## config.mk

```make
export PLATFORM = sky130hd
export DESIGN_NAME = synth_divider_serdes_ctrl_regs
export DESIGN_NICKNAME = d
export VERILOG_FILES = /design/src/core/synth_regs_pkg.sv /design/src/core/serial_frame_port.sv /design/src/core/synth_divider_serdes_ctrl_regs.sv
export SDC_FILE = /design/constraint.sdc
export NUM_CORES = 1
export LEC_CHECK = 0
export BUFFER_PORTS_ARGS = -buffer_cell sky130_fd_sc_hd__buf_2
export CAP_MARGIN = 5
export CORE_UTILIZATION = 30
export DETAILED_ROUTE_END_ITERATION = 10
export GPL_TIMING_DRIVEN = 0
export SYNTH_ARGS = -nofsm -noshare
export SYNTH_HDL_FRONTEND = slang
export SYNTH_HIERARCHICAL = 1
export SYNTH_SLANG_ARGS = --single-unit
```

## constraint.sdc

```tcl
create_clock -name REF_CLK -period 9.8 [get_ports REF_CLK]
set_input_delay 0.49 -clock REF_CLK [delete_from_list [all_inputs] [get_ports REF_CLK]]
set_output_delay 0.49 -clock REF_CLK [all_outputs]
set_load 0.01 [all_outputs]
```

## src/core/synth_regs_pkg.sv

```systemverilog
//
// Purpose: shared constants for the synthesizer and serializer config bank
// Assumes: one-bit read flag, address and data words on the serial port
// Notes:   offsets, field positions, reset values and decodes live here
//
package synth_regs_pkg;

    // ****************************************************************
    // serial frame
    // ****************************************************************
    localparam int ADDR_W = 15;
    localparam int DATA_W = 8;
    localparam int NUM_REGS = 5;

    // ****************************************************************
    // register map
    // ****************************************************************
    localparam logic [ADDR_W-1:0] OFF_FBDIV_VP = 15'h003d;
    localparam logic [ADDR_W-1:0] OFF_FBDIV_N = 15'h003e;
    localparam logic [ADDR_W-1:0] OFF_OSC_BIAS = 15'h003f;
    localparam logic [ADDR_W-1:0] OFF_PREEMPH = 15'h0048;
    localparam logic [ADDR_W-1:0] OFF_TRIG_CTRL = 15'h0057;

    localparam int IDX_FBDIV_VP = 0;
    localparam int IDX_FBDIV_N = 1;
    localparam int IDX_OSC_BIAS = 2;
    localparam int IDX_PREEMPH = 3;
    localparam int IDX_TRIG_CTRL = 4;

    localparam logic [ADDR_W-1:0] REG_OFFSET [NUM_REGS] = '{
        OFF_FBDIV_VP, OFF_FBDIV_N, OFF_OSC_BIAS, OFF_PREEMPH, OFF_TRIG_CTRL};
    localparam logic [DATA_W-1:0] REG_RESET [NUM_REGS] = '{
        8'h00, 8'h20, 8'h4f, 8'h00, 8'h00};
    localparam logic [DATA_W-1:0] UNMAPPED_READ = 8'h00;

    // ****************************************************************
    // field positions
    // ****************************************************************
    localparam int V_LSB = 0;
    localparam int V_MSB = 1;
    localparam int P_LSB = 2;
    localparam int P_MSB = 3;
    localparam int N_LSB = 0;
    localparam int N_MSB = 5;
    localparam int BIAS_LSB = 0;
    localparam int BIAS_MSB = 6;
    localparam int PE_LSB = 0;
    localparam int PE_MSB = 3;
    localparam int TMODE_LSB = 0;
    localparam int TMODE_MSB = 2;
    localparam int TEN_BIT = 7;

    // ****************************************************************
    // field decodes
    // ****************************************************************
    localparam logic [1:0] V_CODE_DIV5 = 2'h0;
    localparam logic [1:0] V_CODE_DIV4 = 2'h1;
    localparam logic [1:0] V_CODE_DIV3 = 2'h2;
    localparam logic [1:0] P_CODE_DIV1 = 2'h0;
    localparam logic [1:0] P_CODE_DIV2 = 2'h1;
    localparam logic [1:0] P_CODE_DIV4 = 2'h2;
    localparam logic [2:0] RATIO_1 = 3'h1;
    localparam logic [2:0] RATIO_2 = 3'h2;
    localparam logic [2:0] RATIO_3 = 3'h3;
    localparam logic [2:0] RATIO_4 = 3'h4;
    localparam logic [2:0] RATIO_5 = 3'h5;
    localparam logic [2:0] RATIO_NONE = 3'h0;

    localparam logic [2:0] TMODE_UI16 = 3'h0;
    localparam logic [2:0] TMODE_UI32 = 3'h1;
    localparam logic [2:0] TMODE_UI64 = 3'h2;
    localparam logic [2:0] TMODE_TSTAMP = 3'h3;
    localparam logic [6:0] TDIV_16 = 7'h10;
    localparam logic [6:0] TDIV_32 = 7'h20;
    localparam logic [6:0] TDIV_64 = 7'h40;
    localparam logic [6:0] TDIV_OFF = 7'h00;

endpackage : synth_regs_pkg

```

## src/core/serial_frame_port.sv

```systemverilog
//
// Purpose: serial control port framing: read flag, address, data
// Assumes: sclk and sdi synchronous to clk and far slower than it
// Notes:   msb first; host samples sdo on sclk rising edges
//
`timescale 1ns/1ps
module serial_frame_port #(
    parameter int ADDR_W = 15,
    parameter int DATA_W = 8
) (
    // clock and reset
    input wire logic clk,
    input wire logic srst,
    // serial pins
    input wire logic cs_n,
    input wire logic sclk,
    input wire logic sdi,
    output logic sdo,
    output logic sdo_oe,
    // register side
    input wire logic [DATA_W-1:0] rd_data,
    output logic rd_req,
    output logic wr_stb,
    output logic [ADDR_W-1:0] addr,
    output logic [DATA_W-1:0] wr_data
);

    localparam int CW = $clog2(ADDR_W + 2);
    localparam logic [CW-1:0] HDR_LAST = CW'(ADDR_W);
    localparam logic [CW-1:0] DAT_LAST = CW'(DATA_W - 1);
    localparam logic [CW-1:0] CNT_ONE = CW'(1);

    typedef enum logic [1:0] {PH_HEADER, PH_DATA, PH_DONE} phase_t;

    phase_t phase_q;
    logic sclk_prev_q;
    logic [CW-1:0] cnt_q;
    logic [ADDR_W:0] hdr_q;
    logic [DATA_W-1:0] din_q;
    logic [DATA_W-1:0] dout_q;
    logic rw_q;
    logic load_q;
    logic rise;
    logic [ADDR_W:0] hdr_d;
    logic [DATA_W-1:0] din_d;

    assign rise = sclk & ~sclk_prev_q;
    assign hdr_d = {hdr_q[ADDR_W-1:0], sdi};
    assign din_d = {din_q[DATA_W-2:0], sdi};

    always_ff @(posedge clk) begin
        if (srst) begin
            sclk_prev_q <= 1'b0;
        end else begin
            sclk_prev_q <= sclk;
        end
    end

    // ****************************************************************
    // frame sequencing
    // ****************************************************************
    always_ff @(posedge clk) begin
        if (srst || cs_n) begin
            phase_q <= PH_HEADER;
            cnt_q <= '0;
            hdr_q <= '0;
            din_q <= '0;
            rd_req <= 1'b0;
            wr_stb <= 1'b0;
        end else begin
            rd_req <= 1'b0;
            wr_stb <= 1'b0;
            if (rise) begin
                unique case (phase_q)
                    PH_HEADER: begin
                        hdr_q <= hdr_d;
                        cnt_q <= cnt_q + CNT_ONE;
                        if (cnt_q == HDR_LAST) begin
                            phase_q <= PH_DATA;
                            cnt_q <= '0;
                            rd_req <= hdr_d[ADDR_W];
                        end
                    end
                    PH_DATA: begin
                        din_q <= din_d;
                        cnt_q <= cnt_q + CNT_ONE;
                        if (cnt_q == DAT_LAST) begin
                            phase_q <= PH_DONE;
                            wr_stb <= ~rw_q;
                        end
                    end
                    PH_DONE: begin
                        phase_q <= PH_DONE;
                    end
                endcase
            end
        end
    end

    // address, direction and write word hold until the next frame
    always_ff @(posedge clk) begin
        if (srst) begin
            addr <= '0;
            rw_q <= 1'b0;
            wr_data <= '0;
        end else begin
            if (!cs_n && rise && phase_q == PH_HEADER && cnt_q == HDR_LAST)
            begin
                addr <= hdr_d[ADDR_W-1:0];
                rw_q <= hdr_d[ADDR_W];
            end
            if (!cs_n && rise && phase_q == PH_DATA && cnt_q == DAT_LAST)
            begin
                wr_data <= din_d;
            end
        end
    end

    // ****************************************************************
    // read data out
    // ****************************************************************
    always_ff @(posedge clk) begin
        if (srst) begin
            load_q <= 1'b0;
            dout_q <= '0;
            sdo <= 1'b0;
            sdo_oe <= 1'b0;
        end else begin
            load_q <= rd_req;
            if (load_q) begin
                dout_q <= rd_data;
            end else if (!cs_n && rise && phase_q == PH_DATA) begin
                dout_q <= {dout_q[DATA_W-2:0], 1'b0};
            end
            sdo <= dout_q[DATA_W-1];
            sdo_oe <= ~cs_n & rw_q & (phase_q == PH_DATA);
        end
    end

endmodule : serial_frame_port

```

## src/core/synth_divider_serdes_ctrl_regs.sv

```systemverilog
//
// Purpose: config bank for synthesizer dividers, oscillator bias,
//          lane pre-emphasis and the trigger output
// Assumes: serial control port pins synchronous to REF_CLK
// Notes:   decoded settings are registered one cycle after the bank
`timescale 1ns/1ps
module synth_divider_serdes_ctrl_regs #(
    parameter int LANES = 8
) (
    // clock and reset
    input wire logic REF_CLK,
    input wire logic SRST,
    // serial control port
    input wire logic SCS_N,
    input wire logic SCLK,
    input wire logic SDI,
    output logic SDO,
    output logic SDO_OE,
    // synthesizer divider chain and oscillator bias
    output logic [2:0] SYNTH_V_RATIO,
    output logic [2:0] SYNTH_P_RATIO,
    output logic [5:0] SYNTH_N_RATIO,
    output logic [4:0] SYNTH_SAMPLE_DIV,
    output logic [10:0] SYNTH_FEEDBACK_DIV,
    output logic SYNTH_DIV_CODE_BAD,
    output logic [6:0] OSC_BIAS,
    // serializer
    output logic [LANES*4-1:0] LANE_PREEMPHASIS,
    // trigger output
    output logic TRIG_OUT_ENABLE,
    output logic [6:0] TRIG_DIV_RATIO,
    output logic TRIG_TIMESTAMP_SEL,
    output logic TRIG_MODE_BAD
);

    localparam int NR = synth_regs_pkg::NUM_REGS;
    localparam int AW = synth_regs_pkg::ADDR_W;
    localparam int DW = synth_regs_pkg::DATA_W;

    logic rd_req;
    logic wr_stb;
    logic [AW-1:0] addr;
    logic [DW-1:0] wr_data;
    logic [DW-1:0] rd_data_q;
    logic [DW-1:0] regs_q [NR];
    logic [DW-1:0] rd_data_d;

    // ****************************************************************
    // serial port
    // ****************************************************************
    serial_frame_port #(
        .ADDR_W(AW),
        .DATA_W(DW)
    ) u_port (
        .clk(REF_CLK),
        .srst(SRST),
        .cs_n(SCS_N),
        .sclk(SCLK),
        .sdi(SDI),
        .sdo(SDO),
        .sdo_oe(SDO_OE),
        .rd_data(rd_data_q),
        .rd_req(rd_req),
        .wr_stb(wr_stb),
        .addr(addr),
        .wr_data(wr_data)
    );

    // ****************************************************************
    // register bank
    // ****************************************************************
    // the whole byte is stored so reserved bits read back as written;
    // keeping them zero is left to the host
    for (genvar i = 0; i < NR; i++) begin : g_reg
        always_ff @(posedge REF_CLK) begin
            if (SRST) begin
                regs_q[i] <= synth_regs_pkg::REG_RESET[i];
            end else if (wr_stb && addr == synth_regs_pkg::REG_OFFSET[i])
            begin
                regs_q[i] <= wr_data;
            end
        end
    end

    always_comb begin
        rd_data_d = synth_regs_pkg::UNMAPPED_READ;
        for (int i = 0; i < NR; i++) begin
            if (addr == synth_regs_pkg::REG_OFFSET[i]) begin
                rd_data_d = regs_q[i];
            end
        end
    end

    always_ff @(posedge REF_CLK) begin
        if (SRST) begin
            rd_data_q <= synth_regs_pkg::UNMAPPED_READ;
        end else if (rd_req) begin
            rd_data_q <= rd_data_d;
        end
    end

    // ****************************************************************
    // divider chain decode and oscillator bias
    // ****************************************************************
    logic [1:0] v_code;
    logic [1:0] p_code;
    logic [2:0] v_ratio_d;
    logic [2:0] p_ratio_d;
    logic [5:0] n_ratio_d;
    logic [4:0] sample_div_d;

    assign v_code = regs_q[synth_regs_pkg::IDX_FBDIV_VP]
        [synth_regs_pkg::V_MSB:synth_regs_pkg::V_LSB];
    assign p_code = regs_q[synth_regs_pkg::IDX_FBDIV_VP]
        [synth_regs_pkg::P_MSB:synth_regs_pkg::P_LSB];
    assign n_ratio_d = regs_q[synth_regs_pkg::IDX_FBDIV_N]
        [synth_regs_pkg::N_MSB:synth_regs_pkg::N_LSB];

    always_comb begin
        unique case (v_code)
            synth_regs_pkg::V_CODE_DIV5: v_ratio_d = synth_regs_pkg::RATIO_5;
            synth_regs_pkg::V_CODE_DIV4: v_ratio_d = synth_regs_pkg::RATIO_4;
            synth_regs_pkg::V_CODE_DIV3: v_ratio_d = synth_regs_pkg::RATIO_3;
            default: v_ratio_d = synth_regs_pkg::RATIO_NONE;
        endcase
        unique case (p_code)
            synth_regs_pkg::P_CODE_DIV1: p_ratio_d = synth_regs_pkg::RATIO_1;
            synth_regs_pkg::P_CODE_DIV2: p_ratio_d = synth_regs_pkg::RATIO_2;
            synth_regs_pkg::P_CODE_DIV4: p_ratio_d = synth_regs_pkg::RATIO_4;
            default: p_ratio_d = synth_regs_pkg::RATIO_NONE;
        endcase
    end

    // first divider feeds the second, whose output is the sampling clock
    assign sample_div_d = 5'(v_ratio_d * p_ratio_d);

    // a reserved code zeroes the ratio so it cannot pass for a real one;
    // a zero third-divider ratio is flagged the same way
    always_ff @(posedge REF_CLK) begin
        if (SRST) begin
            SYNTH_V_RATIO <= synth_regs_pkg::RATIO_NONE;
            SYNTH_P_RATIO <= synth_regs_pkg::RATIO_NONE;
            SYNTH_N_RATIO <= '0;
            SYNTH_SAMPLE_DIV <= '0;
            SYNTH_FEEDBACK_DIV <= '0;
            SYNTH_DIV_CODE_BAD <= 1'b0;
        end else begin
            SYNTH_V_RATIO <= v_ratio_d;
            SYNTH_P_RATIO <= p_ratio_d;
            SYNTH_N_RATIO <= n_ratio_d;
            SYNTH_SAMPLE_DIV <= sample_div_d;
            SYNTH_FEEDBACK_DIV <= 11'(sample_div_d * n_ratio_d);
            SYNTH_DIV_CODE_BAD <= (v_ratio_d == synth_regs_pkg::RATIO_NONE)
                || (p_ratio_d == synth_regs_pkg::RATIO_NONE)
                || (n_ratio_d == '0);
        end
    end

    always_ff @(posedge REF_CLK) begin
        if (SRST) begin
            OSC_BIAS <= '0;
        end else begin
            OSC_BIAS <= regs_q[synth_regs_pkg::IDX_OSC_BIAS]
                [synth_regs_pkg::BIAS_MSB:synth_regs_pkg::BIAS_LSB];
        end
    end

    // ****************************************************************
    // lane pre-emphasis
    // ****************************************************************
    for (genvar l = 0; l < LANES; l++) begin : g_lane
        always_ff @(posedge REF_CLK) begin
            if (SRST) begin
                LANE_PREEMPHASIS[l*4 +: 4] <= '0;
            end else begin
                LANE_PREEMPHASIS[l*4 +: 4] <=
                    regs_q[synth_regs_pkg::IDX_PREEMPH]
                    [synth_regs_pkg::PE_MSB:synth_regs_pkg::PE_LSB];
            end
        end
    end

    // ****************************************************************
    // trigger output
    // ****************************************************************
    logic trig_en;
    logic [2:0] trig_mode;

    assign trig_en = regs_q[synth_regs_pkg::IDX_TRIG_CTRL]
        [synth_regs_pkg::TEN_BIT];
    assign trig_mode = regs_q[synth_regs_pkg::IDX_TRIG_CTRL]
        [synth_regs_pkg::TMODE_MSB:synth_regs_pkg::TMODE_LSB];

    // divider and timestamp path are held off while the enable is low
    always_ff @(posedge REF_CLK) begin
        if (SRST) begin
            TRIG_OUT_ENABLE <= 1'b0;
            TRIG_DIV_RATIO <= synth_regs_pkg::TDIV_OFF;
            TRIG_TIMESTAMP_SEL <= 1'b0;
            TRIG_MODE_BAD <= 1'b0;
        end else begin
            TRIG_OUT_ENABLE <= trig_en;
            TRIG_MODE_BAD <= trig_mode > synth_regs_pkg::TMODE_TSTAMP;
            TRIG_TIMESTAMP_SEL <= trig_en
                && trig_mode == synth_regs_pkg::TMODE_TSTAMP;
            if (!trig_en) begin
                TRIG_DIV_RATIO <= synth_regs_pkg::TDIV_OFF;
            end else begin
                unique case (trig_mode)
                    synth_regs_pkg::TMODE_UI16:
                        TRIG_DIV_RATIO <= synth_regs_pkg::TDIV_16;
                    synth_regs_pkg::TMODE_UI32:
                        TRIG_DIV_RATIO <= synth_regs_pkg::TDIV_32;
                    synth_regs_pkg::TMODE_UI64:
                        TRIG_DIV_RATIO <= synth_regs_pkg::TDIV_64;
                    default:
                        TRIG_DIV_RATIO <= synth_regs_pkg::TDIV_OFF;
                endcase
            end
        end
    end
endmodule : synth_divider_serdes_ctrl_regs

```

# Yosys cells after proc, flatten, opt, wreduce, memory -nomap -nowiden
# Memory sizes are Yosys's and may differ from the RTL's.
# Cells that the tools add are included.
# classes
magnitude_cmp	1
n_reduce_logical	31
addsub	1
n_mul	2
muxes	37
div_mod_pow	0
shifts	0
eq_ne	18
bitwise_logic	17
# ops
operator	n
2-to-1 mux 8 bit	12
equality test 15 x 6 -> 1 bit, second input constant	3
equality test 15 x 7 -> 1 bit, second input constant	2
one-hot mux 7 bit (3 select lines)	1
one-hot mux 3 bit (3 select lines)	2
2-to-1 mux 1 bit	17
logical AND 1 bit	11
multiplier 5 x 6 -> 11 bit	1
one-hot mux 5 bit (2 select lines)	1
logical NOT 3 bit	3
inverter 1 bit	9
OR reduction 4 bit	2
equality test 2 x 1 -> 1 bit, second input constant	3
equality test 2 bit, second input constant	3
equality test 3 x 2 -> 1 bit, second input constant	2
logical NOT 2 bit	3
logical NOT 6 bit	1
one-hot mux 2 bit (3 select lines)	1
AND reduction 2 bit	3
adder 5 x 1 -> 5 bit, second input constant	1
equality test 5 x 3 -> 1 bit, second input constant	1
equality test 5 x 4 -> 1 bit, second input constant	1
multiplier 3 x 3 -> 5 bit	1
2-to-1 mux 5 bit	1
12 further kinds	22
# word_totals
ram_bits	40
latch_bits	0
in_bits	5
ff_bits	125
rom_bits	0
word_cells	135
n_memories	1
output_inout_bits	80
# mem_list
name	words	word_bits	rd	rd_clocked_by_memory_dff	wr	line_no	source
regs_q	5	8	5	0	5	synth_divider_serdes_ctrl_regs.sv:45	logic [DW-1:0] regs_q [NR];

# Logic depth before layout (Yosys ltp)
# Gate-level depths: netlist (run 1).
# logic_depth
ltp_word	6
mapped_depth	22
mapped_depth_nobuf	22

# Cells and area by module
# Netlist (run 1), hierarchy kept.
# by_module_without_submodules
module	area_each_um2	instances	seq_area_each_um2	cells_each
synth_divider_serdes_ctrl_regs	4797.1	1	2282.2	454
serial_frame_port	2586.2	1	1341.3	273

# Worst setup path after synthesis (run 1)
# OpenSTA, ideal clock, no wires.
# synth_path
path_type	register to register
start	memory regs_q[0][3] in the netlist's numbering
end	register SYNTH_FEEDBACK_DIV[10]
stages_incl_launch_ff	21
t_arrival_ns	5.471
n_path_buf	0
setup_ns	0.128
required_ns	9.672
synth_period_minus_slack_ns	5.599
setup_slack_ns	4.201
cell_sequence	edfxtp_1 -> nand2b_1 -> or3b_2 -> fa_1 -> inv_1 -> ha_1 -> inv_1 -> fa_1 -> xor2_1 -> xnor2_1 -> nand2_1 -> fa_1 -> fa_1 -> fa_1 -> inv_1 -> ha_1 -> a21oi_1 -> o211ai_1 -> o41ai_1 -> xor2_1 -> nor2_1
# synth_lines
element	line_no	source
from (decl)	synth_divider_serdes_ctrl_regs.sv:45	
to (signal assigned)	synth_divider_serdes_ctrl_regs.sv:152	SYNTH_FEEDBACK_DIV <= 11'(sample_div_d * n_ratio_d);
to (decl)	synth_divider_serdes_ctrl_regs.sv:24	output logic [10:0] SYNTH_FEEDBACK_DIV,

==> results of run 1 <==
## routing by layer
| layer | vias to the layer above | wire [um] | global-route usage |
|---|---|---|---|
| li1 | 2652 | - | - |
| met1 | 2435 | 7390 | 0.159 |
| met2 | 112 | 7380 | 0.212 |
| met3 | 15 | 582 | 0.0243 |
| met4 | 0 | 235 | 0.0542 |
| met5 | - | 0 | 0 |
## per-stage QoR
stage | hold WS (ns) | setup WS, ns | power [mW] | instance area, um^2
finish | 0.346 | 3.66 | 1.45 | 8760
detailed placement | 0.459 | 3.62 | 0.838 | 8200
CTS | 0.327 | 3.61 | 1.46 | 8760
global placement | 0.450 | 3.65 | 0.838 | 8200
global route | 0.366 | 3.30 | 1.50 | 8760
floorplan | 0.422 | 4.20 | 0.801 | 7390
## cell usage after synthesis, types with 2 or more instances
cell type                    n
sky130_fd_sc_hd__fa_1       14
sky130_fd_sc_hd__buf_4      33
sky130_fd_sc_hd__o211ai_1    2
sky130_fd_sc_hd__edfxtp_1   40
sky130_fd_sc_hd__o21ai_0     9
sky130_fd_sc_hd__nand2b_1   12
sky130_fd_sc_hd__nand3_1    24
sky130_fd_sc_hd__buf_2       3
sky130_fd_sc_hd__a22oi_1     8
sky130_fd_sc_hd__or2_2       2
sky130_fd_sc_hd__a221oi_1    9
sky130_fd_sc_hd__nor4_4      2
sky130_fd_sc_hd__ha_1       25
sky130_fd_sc_hd__nand2_1    57
sky130_fd_sc_hd__clkbuf_1   20
sky130_fd_sc_hd__xor2_1      7
sky130_fd_sc_hd__dfxtp_1   121
sky130_fd_sc_hd__o41ai_1     2
sky130_fd_sc_hd__nor2b_1    33
sky130_fd_sc_hd__and2_1     55
sky130_fd_sc_hd__nor3_2      2
sky130_fd_sc_hd__xnor2_1     3
sky130_fd_sc_hd__buf_1       2
sky130_fd_sc_hd__nor4_1      2
sky130_fd_sc_hd__mux2i_1    32
sky130_fd_sc_hd__nand3b_1    3
sky130_fd_sc_hd__or3_1       3
sky130_fd_sc_hd__a21oi_1    43
sky130_fd_sc_hd__a21o_1      2
sky130_fd_sc_hd__mux2_2      7
sky130_fd_sc_hd__inv_1      21
sky130_fd_sc_hd__nor3_1      8
sky130_fd_sc_hd__nor3b_1     2
sky130_fd_sc_hd__nor2_1     83
sky130_fd_sc_hd__a31o_2      2
sky130_fd_sc_hd__buf_6       2
## area by class of cell
type                    count  area, um^2  share of cell area
clock buffers              20         468              0.0534
diodes                      1        2.50            0.000286
flip-flops and latches    161        3620               0.413
clock inverters            12        93.8              0.0107
plain buffers              63         410              0.0468
inverters                  21        78.8             0.00899
well taps                 324         405              0.0463
multi-input cells         485        3280               0.374
repair buffers             80         400              0.0457
## registers in the layout (all words and copies together) (netlist names), 2 cells and up
| register | flops |
|---|---|
| regs_q | 40 |
| u_port/addr | 15 |
| u_port/hdr_q | 15 |
| SYNTH_FEEDBACK_DIV | 11 |
| rd_data_q | 8 |
| u_port/dout_q | 8 |
| u_port/wr_data | 8 |
| OSC_BIAS | 7 |
| u_port/din_q | 7 |
| SYNTH_N_RATIO | 6 |
| SYNTH_SAMPLE_DIV | 5 |
| u_port/cnt_q | 5 |
| LANE_PREEMPHASIS | 4 |
| SYNTH_P_RATIO | 3 |
| SYNTH_V_RATIO | 3 |
| TRIG_DIV_RATIO | 3 |
| u_port/phase_q | 2 |
## path summary, 6_finish.rpt
path,from,end,slack [ns]
setup / recovery,regs_q[0][3],SYNTH_FEEDBACK_DIV[10],3.66
hold / removal,SCLK,u_port/sclk_prev_q,0.35
setup reg to reg,regs_q[0][3],SYNTH_FEEDBACK_DIV[10],3.66
hold reg to reg,u_port/rd_req,u_port/load_q,0.46
## power by group through the flow
stage                     clock network [mW]  registers (mW)  logic, mW
after CTS                              0.638           0.711      0.113
after global placement                     0           0.726      0.112
after global routing                   0.662           0.713      0.126
final                                  0.626           0.711      0.111
after floorplan                            0           0.729     0.0726
after detailed placement                   0           0.726      0.112
## critical path: stages (launching register included)
cell	delay (ns)
sky130_fd_sc_hd__edfxtp_1	0.52
sky130_fd_sc_hd__nand2b_1	0.26
sky130_fd_sc_hd__or3b_2	0.51
sky130_fd_sc_hd__fa_1	0.45
sky130_fd_sc_hd__inv_1	0.07
sky130_fd_sc_hd__ha_1	0.14
sky130_fd_sc_hd__inv_1	0.05
sky130_fd_sc_hd__fa_1	0.37
sky130_fd_sc_hd__xor2_1	0.16
sky130_fd_sc_hd__xnor2_1	0.46
sky130_fd_sc_hd__nand2_1	0.16
sky130_fd_sc_hd__fa_1	0.52
sky130_fd_sc_hd__fa_1	0.51
sky130_fd_sc_hd__fa_1	0.54
sky130_fd_sc_hd__inv_1	0.04
sky130_fd_sc_hd__ha_1	0.34
sky130_fd_sc_hd__a21oi_1	0.21
sky130_fd_sc_hd__o211ai_1	0.16
sky130_fd_sc_hd__o41ai_1	0.34
sky130_fd_sc_hd__xor2_1	0.18
sky130_fd_sc_hd__nor2_1	0.05
## logic make-up after synthesis
| kind of cell | share of synthesized area |
|---|---|
| and+or+nand+nor | 0.225 |
| DFF | 0.491 |
| AOI/OAI and AO/OA | 0.0717 |
| buffers and inverters | 0.0663 |
| adders and majority gates | 0.0803 |
| muxes | 0.0541 |
| xor gates and xnor gates | 0.0119 |
| other | 0.000508 |
==> results.txt, run 1 <==
----------------------------------------------------
[Run status]
  Outcome ... complete, no violations

[Finish]
  Highest-count cells in the layout ignoring fill and taps ... 121 x sky130_fd_sc_hd__dfxtp_1, 83 x sky130_fd_sc_hd__nor2_1, 83 x sky130_fd_sc_hd__buf_2
  Core Util, Final ... 0.361
  Post-layout net count ... 873
  Layout-stage area growth over the synthesis result ... 18.7%
  Layout cells sized above 1 ... 0.213
  Filler Cells Inserted ... 2454
  Most common library cell in the layout ignoring fill and taps ... sky130_fd_sc_hd__dfxtp_1
  Count of non-filler cells in the finished layout ... 1167

[Power and ir drop]
  Share of total power in combinational logic ... 0.077
  VDD IR-drop max ... 85.5 uV
  Sequential cell fraction of total power ... 0.491
  Internal power contribution ... 1.10 mW
  Fraction of power consumed by the clock network ... 0.432
  P_leak ... 3.67 nW
  Switching fraction of total power ... 0.243
  Pwr per Cell Area ... 165 mW/mm^2
  Net switching power of the design ... 0.352 mW

[STA]
  Max Transition Viols Final ... 0
  Clock tree skew after final layout ... 0.0111 ns
  Total of endpoints with negative setup slack in the final report ... 0
  Number of endpoints with negative hold slack in the final report ... 0
  Slew HR ... 0.314
  Worst-margin pin slew ... 1.02 ns
  Final Critical Period ... 6.14 ns
  Maximum achievable frequency ... 0.163 GHz
  Setup repair after global routing missed its margin ... false
  Post-route fraction of the period consumed by the critical path ... 0.627
  Post-Route Setup TNS ... 0 ns

[Yosys]
  Dominant register cell in the synthesized netlist ... sky130_fd_sc_hd__dfxtp_1
  Synthesis-stage register bit count ... 161
  Portion of synthesized cell area occupied by the leading cell type ... 0.328
  Sequential fraction of the synthesis area ... 0.491
  Number of warning messages in the yosys log ... 6
  Number of instances in the synthesized netlist ... 727
  Number of flops mapped to enable cells by yosys ... 40
  Post-synth top area cell ... sky130_fd_sc_hd__dfxtp_1
  Mapped cell area ... 0.00738 mm^2
  Synth cell types ... 68
  Fraction of registers with async set/reset ... 0
  Syn Area/Cell ... 10.2 um^2
  Top post-synthesis cells by area ... sky130_fd_sc_hd__dfxtp_1 33%, sky130_fd_sc_hd__edfxtp_1 16%, sky130_fd_sc_hd__and2_1 4.7%

[Flow run]
  Maximum Capacitance Violations ... 0

[Clock tree]
  Skew-Pair Late Insertion Delay ... 0.43 ns
  Maximum root-to-sink buffer count ... 2
  Sink count of the clock tree ... 161
  Number of hold buffers added after CTS ... 0
  H-tree lvl count ... 4
  CTS resizes ... 0
  Root Buffer ... sky130_fd_sc_hd__clkbuf_16
  Clock tree from TritonCTS ... yes
  Clock-pin slew of the registers on the worst-case setup and hold paths ... 0.07 ns
  Setup Buffers After CTS ... 0
  Cts bufs inserted ... 17

[Setup path]
  Critical path arrival ... 6.45 ns
  Kind of critical path ... reg2reg
  Crit start category ... register
  Critical Path End Type ... register
  Data required, critical path ... 10.10 ns
  R2R cell count ... 20
  Worst-path fanout max ... 8

[Routing]
  Wirelength, routed ... 15600 um
  Detailed-route wire length per cell ... 13.4 um
  Routed vias/inst ... 4.47
  First-pass detailed-route iteration total ... 5
  Antenna viol nets, final ... 0
  Remaining DRCs ... 0
  Number of DRC violations after detailed-routing iteration 0 ... 280
  DR vias ... 5214

[Floorplan]
  Vert. Die Dim ... 159 um
  Area of the core ... 0.0242 mm^2
  Number of rows created at floorplan ... 57
  Total die area ... 0.0252 mm^2
  Die width ... 159 um
  Initial cell density of the core ... 0.304
  I/O Pins ... 85

[Global routing]
  Via count of the first global-routing pass ... 4909
  Global-route wire length before repair ... 25300 um
  Largest net degree at the start of global routing ... 17
  Total overflow reported by the global router ... 0
  Number of antenna violations at the first check in global routing ... 1
  Overall track demand over capacity in global routing ... 0.127

[Worst hold path]
  Worst hold path type ... in2reg
  Hold depth ... 2

[Placement]
  Post-detail-place hpwl ... 11300 um
  Number of port buffers ... 80
  Post-Place Cells ... 1134
  GPL Wtd Cong ... 0.781

----------------------------------------------------
Power figures use the tool's default switching activity.
==> run 2, diff against run 1 <==
- clock period: 9.8 -> 5.1 ns (I/O delays scaled with it)
==> results.txt, run 2 (synthesized netlist as in run 1, its figures left out) <==
----------------------------------------------------
[Clock tree]
  Clock-pin slew of the registers on the worst-case setup and hold paths ... 0.06 ns (was 0.07 ns)
  Clock tree from TritonCTS ... yes (unchanged)
  H-tree lvl count ... 4 (unchanged)
  Number of hold buffers added after CTS ... 0 (unchanged)
  Root Buffer ... sky130_fd_sc_hd__clkbuf_16 (unchanged)
  Cts bufs inserted ... 17 (unchanged)
  Maximum root-to-sink buffer count ... 2 (unchanged)
  Skew-Pair Late Insertion Delay ... 0.43 ns (about the same)
  Sink count of the clock tree ... 161 (unchanged)

[Floorplan]
  Die width ... 159 um (unchanged)
  Area of the core ... 0.0242 mm^2 (unchanged)
  Number of rows created at floorplan ... 57 (unchanged)
  Vert. Die Dim ... 159 um (unchanged)
  Total die area ... 0.0252 mm^2 (unchanged)
  Initial cell density of the core ... 0.304 (unchanged)
  I/O Pins ... 85 (unchanged)

[Placement]
  Post-detail-place hpwl ... 11400 um (was 11300 um)
  Number of port buffers ... 80 (unchanged)
  GPL Wtd Cong ... 0.801 (was 0.781)
  Setup WS pre-CTS ... -0.553 ns (was 3.62 ns)

[STA]
  Total of endpoints with negative setup slack in the final report ... 4 (was 0)
  Maximum achievable frequency ... 0.192 GHz (was 0.163 GHz)
  Number of endpoints with negative hold slack in the final report ... 0 (unchanged)
  Post-route fraction of the period consumed by the critical path ... 1.02 (was 0.627)
  Final critical-path setup slack ... -0.105 ns (was 3.66 ns)
  Final Critical Period ... 5.20 ns (was 6.14 ns)
  Max Transition Viols Final ... 0 (unchanged)
  Worst hold slack after final layout ... 0.0903 ns (was 0.346 ns)
  Setup repair after global routing missed its margin ... true (was false)
  Clock tree skew after final layout ... 0.0146 ns (was 0.0111 ns)
  Worst-margin pin slew ... 0.944 ns (was 1.02 ns)
  Slew HR ... 0.366 (was 0.314)

[Setup path]
  Kind of critical path ... reg2reg (unchanged)
  Critical path arrival ... 5.50 ns (was 6.45 ns)
  Data required, critical path ... 5.40 ns (was 10.10 ns)
  Top cell family by delay on the critical path ... adder cells (unchanged)
  List of cells traversed by the critical path ... nand2b_4 -> or3b_4 -> fa_1 -> inv_1 -> ha_1 -> inv_1 -> fa_2 -> xor2_2 -> xnor2_2 -> nand2_1 -> fa_1 -> fa_1 -> fa_1 -> inv_1 -> ha_4 -> a21oi_4 -> o211ai_1 -> o41ai_2 -> xor2_1 -> nor2_1 (was nand2b_1 -> or3b_2 -> fa_1 -> inv_1 -> ha_1 -> inv_1 -> fa_1 -> xor2_1 -> xnor2_1 -> nand2_1 -> fa_1 -> fa_1 -> fa_1 -> inv_1 -> ha_1 -> a21oi_1 -> o211ai_1 -> o41ai_1 -> xor2_1 -> nor2_1)
  Critical Path End Type ... register (unchanged)
  Worst-path fanout max ... 5 (was 8)
  Crit start category ... register (unchanged)
  Delay contributed by the slowest stage of the critical path ... 0.51 ns (was 0.54 ns)
  Cell with the largest stage delay on the worst path ... sky130_fd_sc_hd__fa_1 (unchanged)
  Worst Path Buf+Inv ... 3 (unchanged)
  Library cell appearing most often on the critical path ... sky130_fd_sc_hd__fa_1 (unchanged)

[Global routing]
  Global-route wire length before repair ... 25400 um (was 25300 um)
  Overall track demand over capacity in global routing ... 0.128 (was 0.127)
  Number of antenna violations at the first check in global routing ... 0 (was 1)
  Largest net degree at the start of global routing ... 17 (unchanged)
  Via count of the first global-routing pass ... 4890 (was 4909)
  Total overflow reported by the global router ... 0 (unchanged)

[Finish]
  Count of antenna diodes in the layout ... 0 (was 1)
  Footprint of the multi-input gates ... 0.00339 mm^2 (was 0.00328 mm^2)
  Filler Cells Inserted ... 2450 (was 2454)
  Core Util, Final ... 0.368 (was 0.361)
  Most common library cell in the layout ignoring fill and taps ... sky130_fd_sc_hd__dfxtp_1 (unchanged)
  Largest registers ... regs_q x40, u_port/addr x15, u_port/hdr_q x15 (unchanged)
  Layout cells sized above 1 ... 0.239 (was 0.213)
  Post-layout net count ... 882 (was 873)
  Area occupied by registers ... 0.00362 mm^2 (unchanged)
  Layout-stage area growth over the synthesis result ... 21.0% (was 18.7%)
  Largest Register ... regs_q (unchanged)
  Highest-count cells in the layout ignoring fill and taps ... 121 x sky130_fd_sc_hd__dfxtp_1, 83 x sky130_fd_sc_hd__nor2_1, 83 x sky130_fd_sc_hd__buf_2 (unchanged)
  Flip-flop count of the largest register after layout ... 40 (unchanged)

[Routing]
  Routed vias/inst ... 4.52 (was 4.47)
  Remaining DRCs ... 0 (unchanged)
  First-pass detailed-route iteration total ... 7 (was 5)
  Wirelength, routed ... 15900 um (was 15600 um)
  Detailed-route wire length per cell ... 13.5 um (was 13.4 um)
  Antenna viol nets, final ... 0 (unchanged)
  Number of DRC violations after detailed-routing iteration 0 ... 270 (was 280)
  DR vias ... 5302 (was 5214)

[Flow run]
  Maximum Capacitance Violations ... 0 (unchanged)

[Power and ir drop]
  Final Power ... 2.81 mW (was 1.45 mW)
  VDD IR-drop max ... 226 uV (was 85.5 uV)
  P_leak ... 3.76 nW (was 3.67 nW)
  Pwr per Cell Area ... 315 mW/mm^2 (was 165 mW/mm^2)

[Run status]
  Outcome ... complete, but fails checks (was complete, no violations)
  Violated checks ... setup timing

[Worst hold path]
  Worst hold path type ... in2reg (unchanged)

----------------------------------------------------
run 2: worst paths after layout:
kind	from	depth (start not counted)	slack, ns	end
max	regs_q[0][3]	20	-0.10	SYNTH_FEEDBACK_DIV[10]
min	SCLK	2	0.09	u_port/sclk_prev_q
max reg2reg	regs_q[0][3]	20	-0.10	SYNTH_FEEDBACK_DIV[10]
min reg2reg	u_port/rd_req	1	0.47	u_port/load_q
run 2: power by group:
part           switching [mW]  internal, mW  leakage [nW]  total (mW)
logic                   0.129         0.105          2.11       0.234
registers              0.0229          1.34          1.37        1.37
clock network           0.524         0.688         0.274        1.21
run 2: metrics by stage:
step | std cells | setup TNS [ns] | area [um^2]
after global routing | 1173 | -1.43 | 8930
after floorplan | 730 | -0.0914 | 7460
after global placement | 1134 | -2.07 | 8260
final | 1173 | -0.279 | 8930
after CTS | 1171 | -0.360 | 8900
after detailed placement | 1134 | -1.98 | 8260
run 2: timing repair:
action	in CTS	in global routing
resized for setup	5	5
endpoints found under the setup margin	6	5
pin swaps	5	1
cloned	0	0
buffers inserted	8	2
run 2: cell type report:
cell class,count,area share
flip-flops and latches,161,0.406
clock inverters,11,0.0116
well taps,324,0.0454
plain buffers,62,0.0455
clock buffers,19,0.0500
inverters,21,0.00883
repair buffers,90,0.0537
multi-input cells,485,0.379
run 2: per-layer routing:
layer | wire, um | track usage | part of all wire | vias to the layer above
li1 | - | - | - | 2652
met1 | 7450 | 0.161 | 0.47 | 2492
met2 | 7300 | 0.206 | 0.46 | 127
met3 | 787 | 0.0347 | 0.050 | 31
met4 | 349 | 0.0586 | 0.022 | 0
met5 | 0 | 0 | 0 | -
==> run 3, diff against run 2 <==
- SYNTH_HIERARCHICAL: 1 -> unset
==> results.txt, run 3 <==
----------------------------------------------------
[Yosys]
  Number of warning messages in the yosys log ... 0 (was 6)
  Synth cell types ... 50 (was 68)
  Most numerous cell in the Yosys netlist ... sky130_fd_sc_hd__dfxtp_1 (unchanged)
  Synthesis-stage register bit count ... 161 (unchanged)
  Post-synth top area cell ... sky130_fd_sc_hd__dfxtp_1 (unchanged)
  Sequential fraction of the synthesis area ... 0.489 (was 0.491)
  Fraction of registers with async set/reset ... 0 (unchanged)
  Number of instances in the synthesized netlist ... 719 (was 727)
  Most common library cells after synthesis ... 121 x sky130_fd_sc_hd__dfxtp_1, 80 x sky130_fd_sc_hd__nor2_1, 57 x sky130_fd_sc_hd__and2_1 (was 121 x sky130_fd_sc_hd__dfxtp_1, 83 x sky130_fd_sc_hd__nor2_1, 57 x sky130_fd_sc_hd__nand2_1)
  Dominant register cell in the synthesized netlist ... sky130_fd_sc_hd__dfxtp_1 (unchanged)
  Mapped cell area ... 0.00741 mm^2 (was 0.00738 mm^2)
  Portion of synthesized cell area occupied by the leading cell type ... 0.327 (was 0.328)
  Number of flops mapped to enable cells by yosys ... 40 (unchanged)
  Syn Area/Cell ... 10.3 um^2 (was 10.2 um^2)
  Top post-synthesis cells by area ... sky130_fd_sc_hd__dfxtp_1 33%, sky130_fd_sc_hd__edfxtp_1 16%, sky130_fd_sc_hd__mux2i_1 5.3% (was sky130_fd_sc_hd__dfxtp_1 33%, sky130_fd_sc_hd__edfxtp_1 16%, sky130_fd_sc_hd__and2_1 4.7%)

[Routing]
  Detailed-route wire length per cell ... 14.5 um (was 13.5 um)
  Number of DRC violations after detailed-routing iteration 0 ... 288 (was 270)
  Wirelength, routed ... 17100 um (was 15900 um)
  DR vias ... 5364 (was 5302)
  Remaining DRCs ... 0 (unchanged)
  First-pass detailed-route iteration total ... 4 (was 7)
  Antenna viol nets, final ... 0 (unchanged)
  Routed vias/inst ... 4.56 (was 4.52)

[Setup path]
  Kind of critical path ... reg2reg (unchanged)
  Register-to-register setup slack ... 0.04 ns (was -0.10 ns)
  Critical path arrival ... 5.37 ns (was 5.50 ns)
  Critical Path End Type ... register (unchanged)
  Crit start category ... register (unchanged)
  Worst-path fanout max ... 4 (was 5)
  Data required, critical path ... 5.41 ns (was 5.40 ns)
  R2R cell count ... 17 (was 20)

[Floorplan]
  Vert. Die Dim ... 159 um (about the same)
  Number of rows created at floorplan ... 57 (unchanged)
  Area of the core ... 0.0242 mm^2 (unchanged)
  Die width ... 159 um (about the same)
  Initial cell density of the core ... 0.306 (was 0.304)
  I/O Pins ... 85 (unchanged)
  Total die area ... 0.0253 mm^2 (was 0.0252 mm^2)

[Clock tree]
  Clock tree from TritonCTS ... yes (unchanged)
  Number of hold buffers added after CTS ... 0 (unchanged)
  Maximum root-to-sink buffer count ... 2 (unchanged)
  Sink count of the clock tree ... 161 (unchanged)
  Root Buffer ... sky130_fd_sc_hd__clkbuf_16 (unchanged)
  Skew-Pair Late Insertion Delay ... 0.42 ns (was 0.43 ns)
  H-tree lvl count ... 4 (unchanged)
  Cts bufs inserted ... 17 (unchanged)
  Clock-pin slew of the registers on the worst-case setup and hold paths ... 0.07 ns (was 0.06 ns)

[STA]
  Maximum achievable frequency ... 0.198 GHz (was 0.192 GHz)
  Total of endpoints with negative setup slack in the final report ... 0 (was 4)
  Setup repair after global routing missed its margin ... true (unchanged)
  Worst-margin pin slew ... 0.962 ns (was 0.944 ns)
  Slew HR ... 0.353 (was 0.366)
  Final Critical Period ... 5.06 ns (was 5.20 ns)
  Post-Route Setup TNS ... 0 ns (was -0.279 ns)
  Worst hold slack after final layout ... 0.125 ns (was 0.0903 ns)
  Clock tree skew after final layout ... 0.0107 ns (was 0.0146 ns)
  Number of endpoints with negative hold slack in the final report ... 0 (unchanged)
  Post-route fraction of the period consumed by the critical path ... 0.992 (was 1.02)
  Max Transition Viols Final ... 0 (unchanged)

[Finish]
  Filler Cells Inserted ... 2440 (was 2450)
  Largest registers ... regs_q x40, u_port.addr x15, u_port.hdr_q x15 (was regs_q x40, u_port/addr x15, u_port/hdr_q x15)
  Flip-flop count of the largest register after layout ... 40 (unchanged)
  Post-layout net count ... 883 (was 882)
  Post-route cell area ... 0.00909 mm^2 (was 0.00893 mm^2)
  Most common library cell in the layout ignoring fill and taps ... sky130_fd_sc_hd__dfxtp_1 (unchanged)
  Footprint of the multi-input gates ... 0.00347 mm^2 (was 0.00339 mm^2)
  Largest Register ... regs_q (unchanged)
  Highest-count cells in the layout ignoring fill and taps ... 121 x sky130_fd_sc_hd__dfxtp_1, 83 x sky130_fd_sc_hd__buf_2, 78 x sky130_fd_sc_hd__nor2_1 (was 121 x sky130_fd_sc_hd__dfxtp_1, 83 x sky130_fd_sc_hd__nor2_1, 83 x sky130_fd_sc_hd__buf_2)
  Count of antenna diodes in the layout ... 0 (unchanged)
  Layout cells sized above 1 ... 0.262 (was 0.239)
  Layout-stage area growth over the synthesis result ... 22.7% (was 21.0%)
  Core Util, Final ... 0.375 (was 0.368)
  Area occupied by registers ... 0.00362 mm^2 (unchanged)

[Power and ir drop]
  P_leak ... 3.90 nW (was 3.76 nW)
  Share of total power in combinational logic ... 0.091 (was 0.083)
  Final Power ... 2.88 mW (was 2.81 mW)
  Pwr per Cell Area ... 317 mW/mm^2 (was 315 mW/mm^2)
  Net switching power of the design ... 0.679 mW (was 0.675 mW)
  VDD IR-drop max ... 181 uV (was 226 uV)
  Internal power contribution ... 2.20 mW (was 2.14 mW)
  Switching fraction of total power ... 0.236 (was 0.240)
  Sequential cell fraction of total power ... 0.476 (was 0.486)
  Fraction of power consumed by the clock network ... 0.433 (was 0.431)

[Worst hold path]
  Hold depth ... 2 (unchanged)
  Worst hold path type ... in2reg (unchanged)

[Placement]
  Number of port buffers ... 80 (unchanged)
  Placed instance area ... 0.00826 mm^2 (unchanged)
  Post-detail-place hpwl ... 12200 um (was 11400 um)
  GPL Wtd Cong ... 0.771 (was 0.801)

[Global routing]
  Total overflow reported by the global router ... 0 (unchanged)
  Global-route wire length before repair ... 27800 um (was 25400 um)
  Number of antenna violations at the first check in global routing ... 0 (unchanged)
  Via count of the first global-routing pass ... 5192 (was 4890)
  Largest net degree at the start of global routing ... 17 (unchanged)
  Overall track demand over capacity in global routing ... 0.140 (was 0.128)

[Flow run]
  Maximum Capacitance Violations ... 0 (unchanged)

[Run status]
  Outcome ... complete, no violations (was complete, but fails checks)

----------------------------------------------------
==> run 3: cell types whose count changed in the layout (fill, tap and decap cells not counted), moves of 8 or more <==
cell / change
sky130_fd_sc_hd__a21oi_1: -10
sky130_fd_sc_hd__a22o_1: +8
sky130_fd_sc_hd__a22oi_1: -8
sky130_fd_sc_hd__buf_4: +9
sky130_fd_sc_hd__clkbuf_1: +11
sky130_fd_sc_hd__mux2_2: +11
sky130_fd_sc_hd__nand2_1: -11
sky130_fd_sc_hd__nand3_1: -13
sky130_fd_sc_hd__o31ai_2: +8
==> run 3: worst max-delay path, cell delays in order, from the launching register on <==
cell and delay (ns):
sky130_fd_sc_hd__edfxtp_1 0.47, sky130_fd_sc_hd__buf_6 0.17, sky130_fd_sc_hd__nand2b_4 0.06, sky130_fd_sc_hd__nor2_2 0.05, sky130_fd_sc_hd__fa_1 0.49, sky130_fd_sc_hd__ha_2 0.20
sky130_fd_sc_hd__fa_2 0.35, sky130_fd_sc_hd__xnor2_2 0.15, sky130_fd_sc_hd__xnor2_2 0.16, sky130_fd_sc_hd__and2_1 0.19, sky130_fd_sc_hd__fa_1 0.56, sky130_fd_sc_hd__fa_1 0.44
sky130_fd_sc_hd__fa_1 0.56, sky130_fd_sc_hd__ha_2 0.31, sky130_fd_sc_hd__o21ai_4 0.19, sky130_fd_sc_hd__o21ai_2 0.09, sky130_fd_sc_hd__a31oi_2 0.15, sky130_fd_sc_hd__mux2_2 0.35
==> run 3: cell families (layout without fill, tap and decap cells) <==
logic type	count (synthesis)	after routing	synth area share
other	1	4	0.000506
AOI/OAI and AO/OA	81	81	0.0788
muxes	57	57	0.0800
and+or+nand+nor	285	285	0.203
adders and majority gates	39	39	0.0800
buffers and inverters	90	220	0.0628
DFF	161	161	0.489
xor gates and xnor gates	5	5	0.00591
==> run 3: timing repair <==
action                                  in CTS  in global routing
cloned                                       0                  0
setup buffers                               18                  2
pin swaps                                   10                  8
endpoints found under the setup margin       6                  4
gates resized for setup                     15                 10
==> run 3: cell type report <==
cell class / count / share of cell area
well taps: 324 / 0.0446
repair buffers: 100 / 0.0614
inverters: 24 / 0.00991
flip-flops and latches: 161 / 0.399
plain buffers: 64 / 0.0405
multi-input cells: 471 / 0.381
clock inverters: 6 / 0.00427
clock buffers: 26 / 0.0597
==> run 3: per-stage QoR <==
stage	instances	setup WS, ns
after floorplan	722	0.0321
after global placement	1126	-0.451
after detailed placement	1126	-0.544
after CTS	1174	-0.0471
after global routing	1176	-0.150
final	1176	0.0397
==> run 3: final timing paths <==
| path | start | end |
|---|---|---|
| worst min-delay path | SCLK | u_port.sclk_prev_q |
| worst max-delay path | regs_q[0][2] | SYNTH_FEEDBACK_DIV[10] |
| worst min register to register | u_port.dout_q[7] | u_port.sdo |
| worst max register to register | regs_q[0][2] | SYNTH_FEEDBACK_DIV[10] |
==> run 3: power groups by stage <==
stage | clock (mW) | combinational [mW] | sequential (mW)
finish | 1.25 | 0.262 | 1.37
detailed placement | 0 | 0.230 | 1.40
CTS | 1.28 | 0.250 | 1.37
floorplan | 0 | 0.144 | 1.40
global placement | 0 | 0.227 | 1.40
global route | 1.34 | 0.290 | 1.37
==> run 3: layer usage <==
metal | vias to the layer above | GRT usage | routed length, um
met1 | 2546 | 0.186 | 8180
met4 | 0 | 0.0481 | 287
met3 | 18 | 0.0333 | 772
li1 | 2672 | - | -
met5 | - | 0 | 0
met2 | 128 | 0.223 | 7820
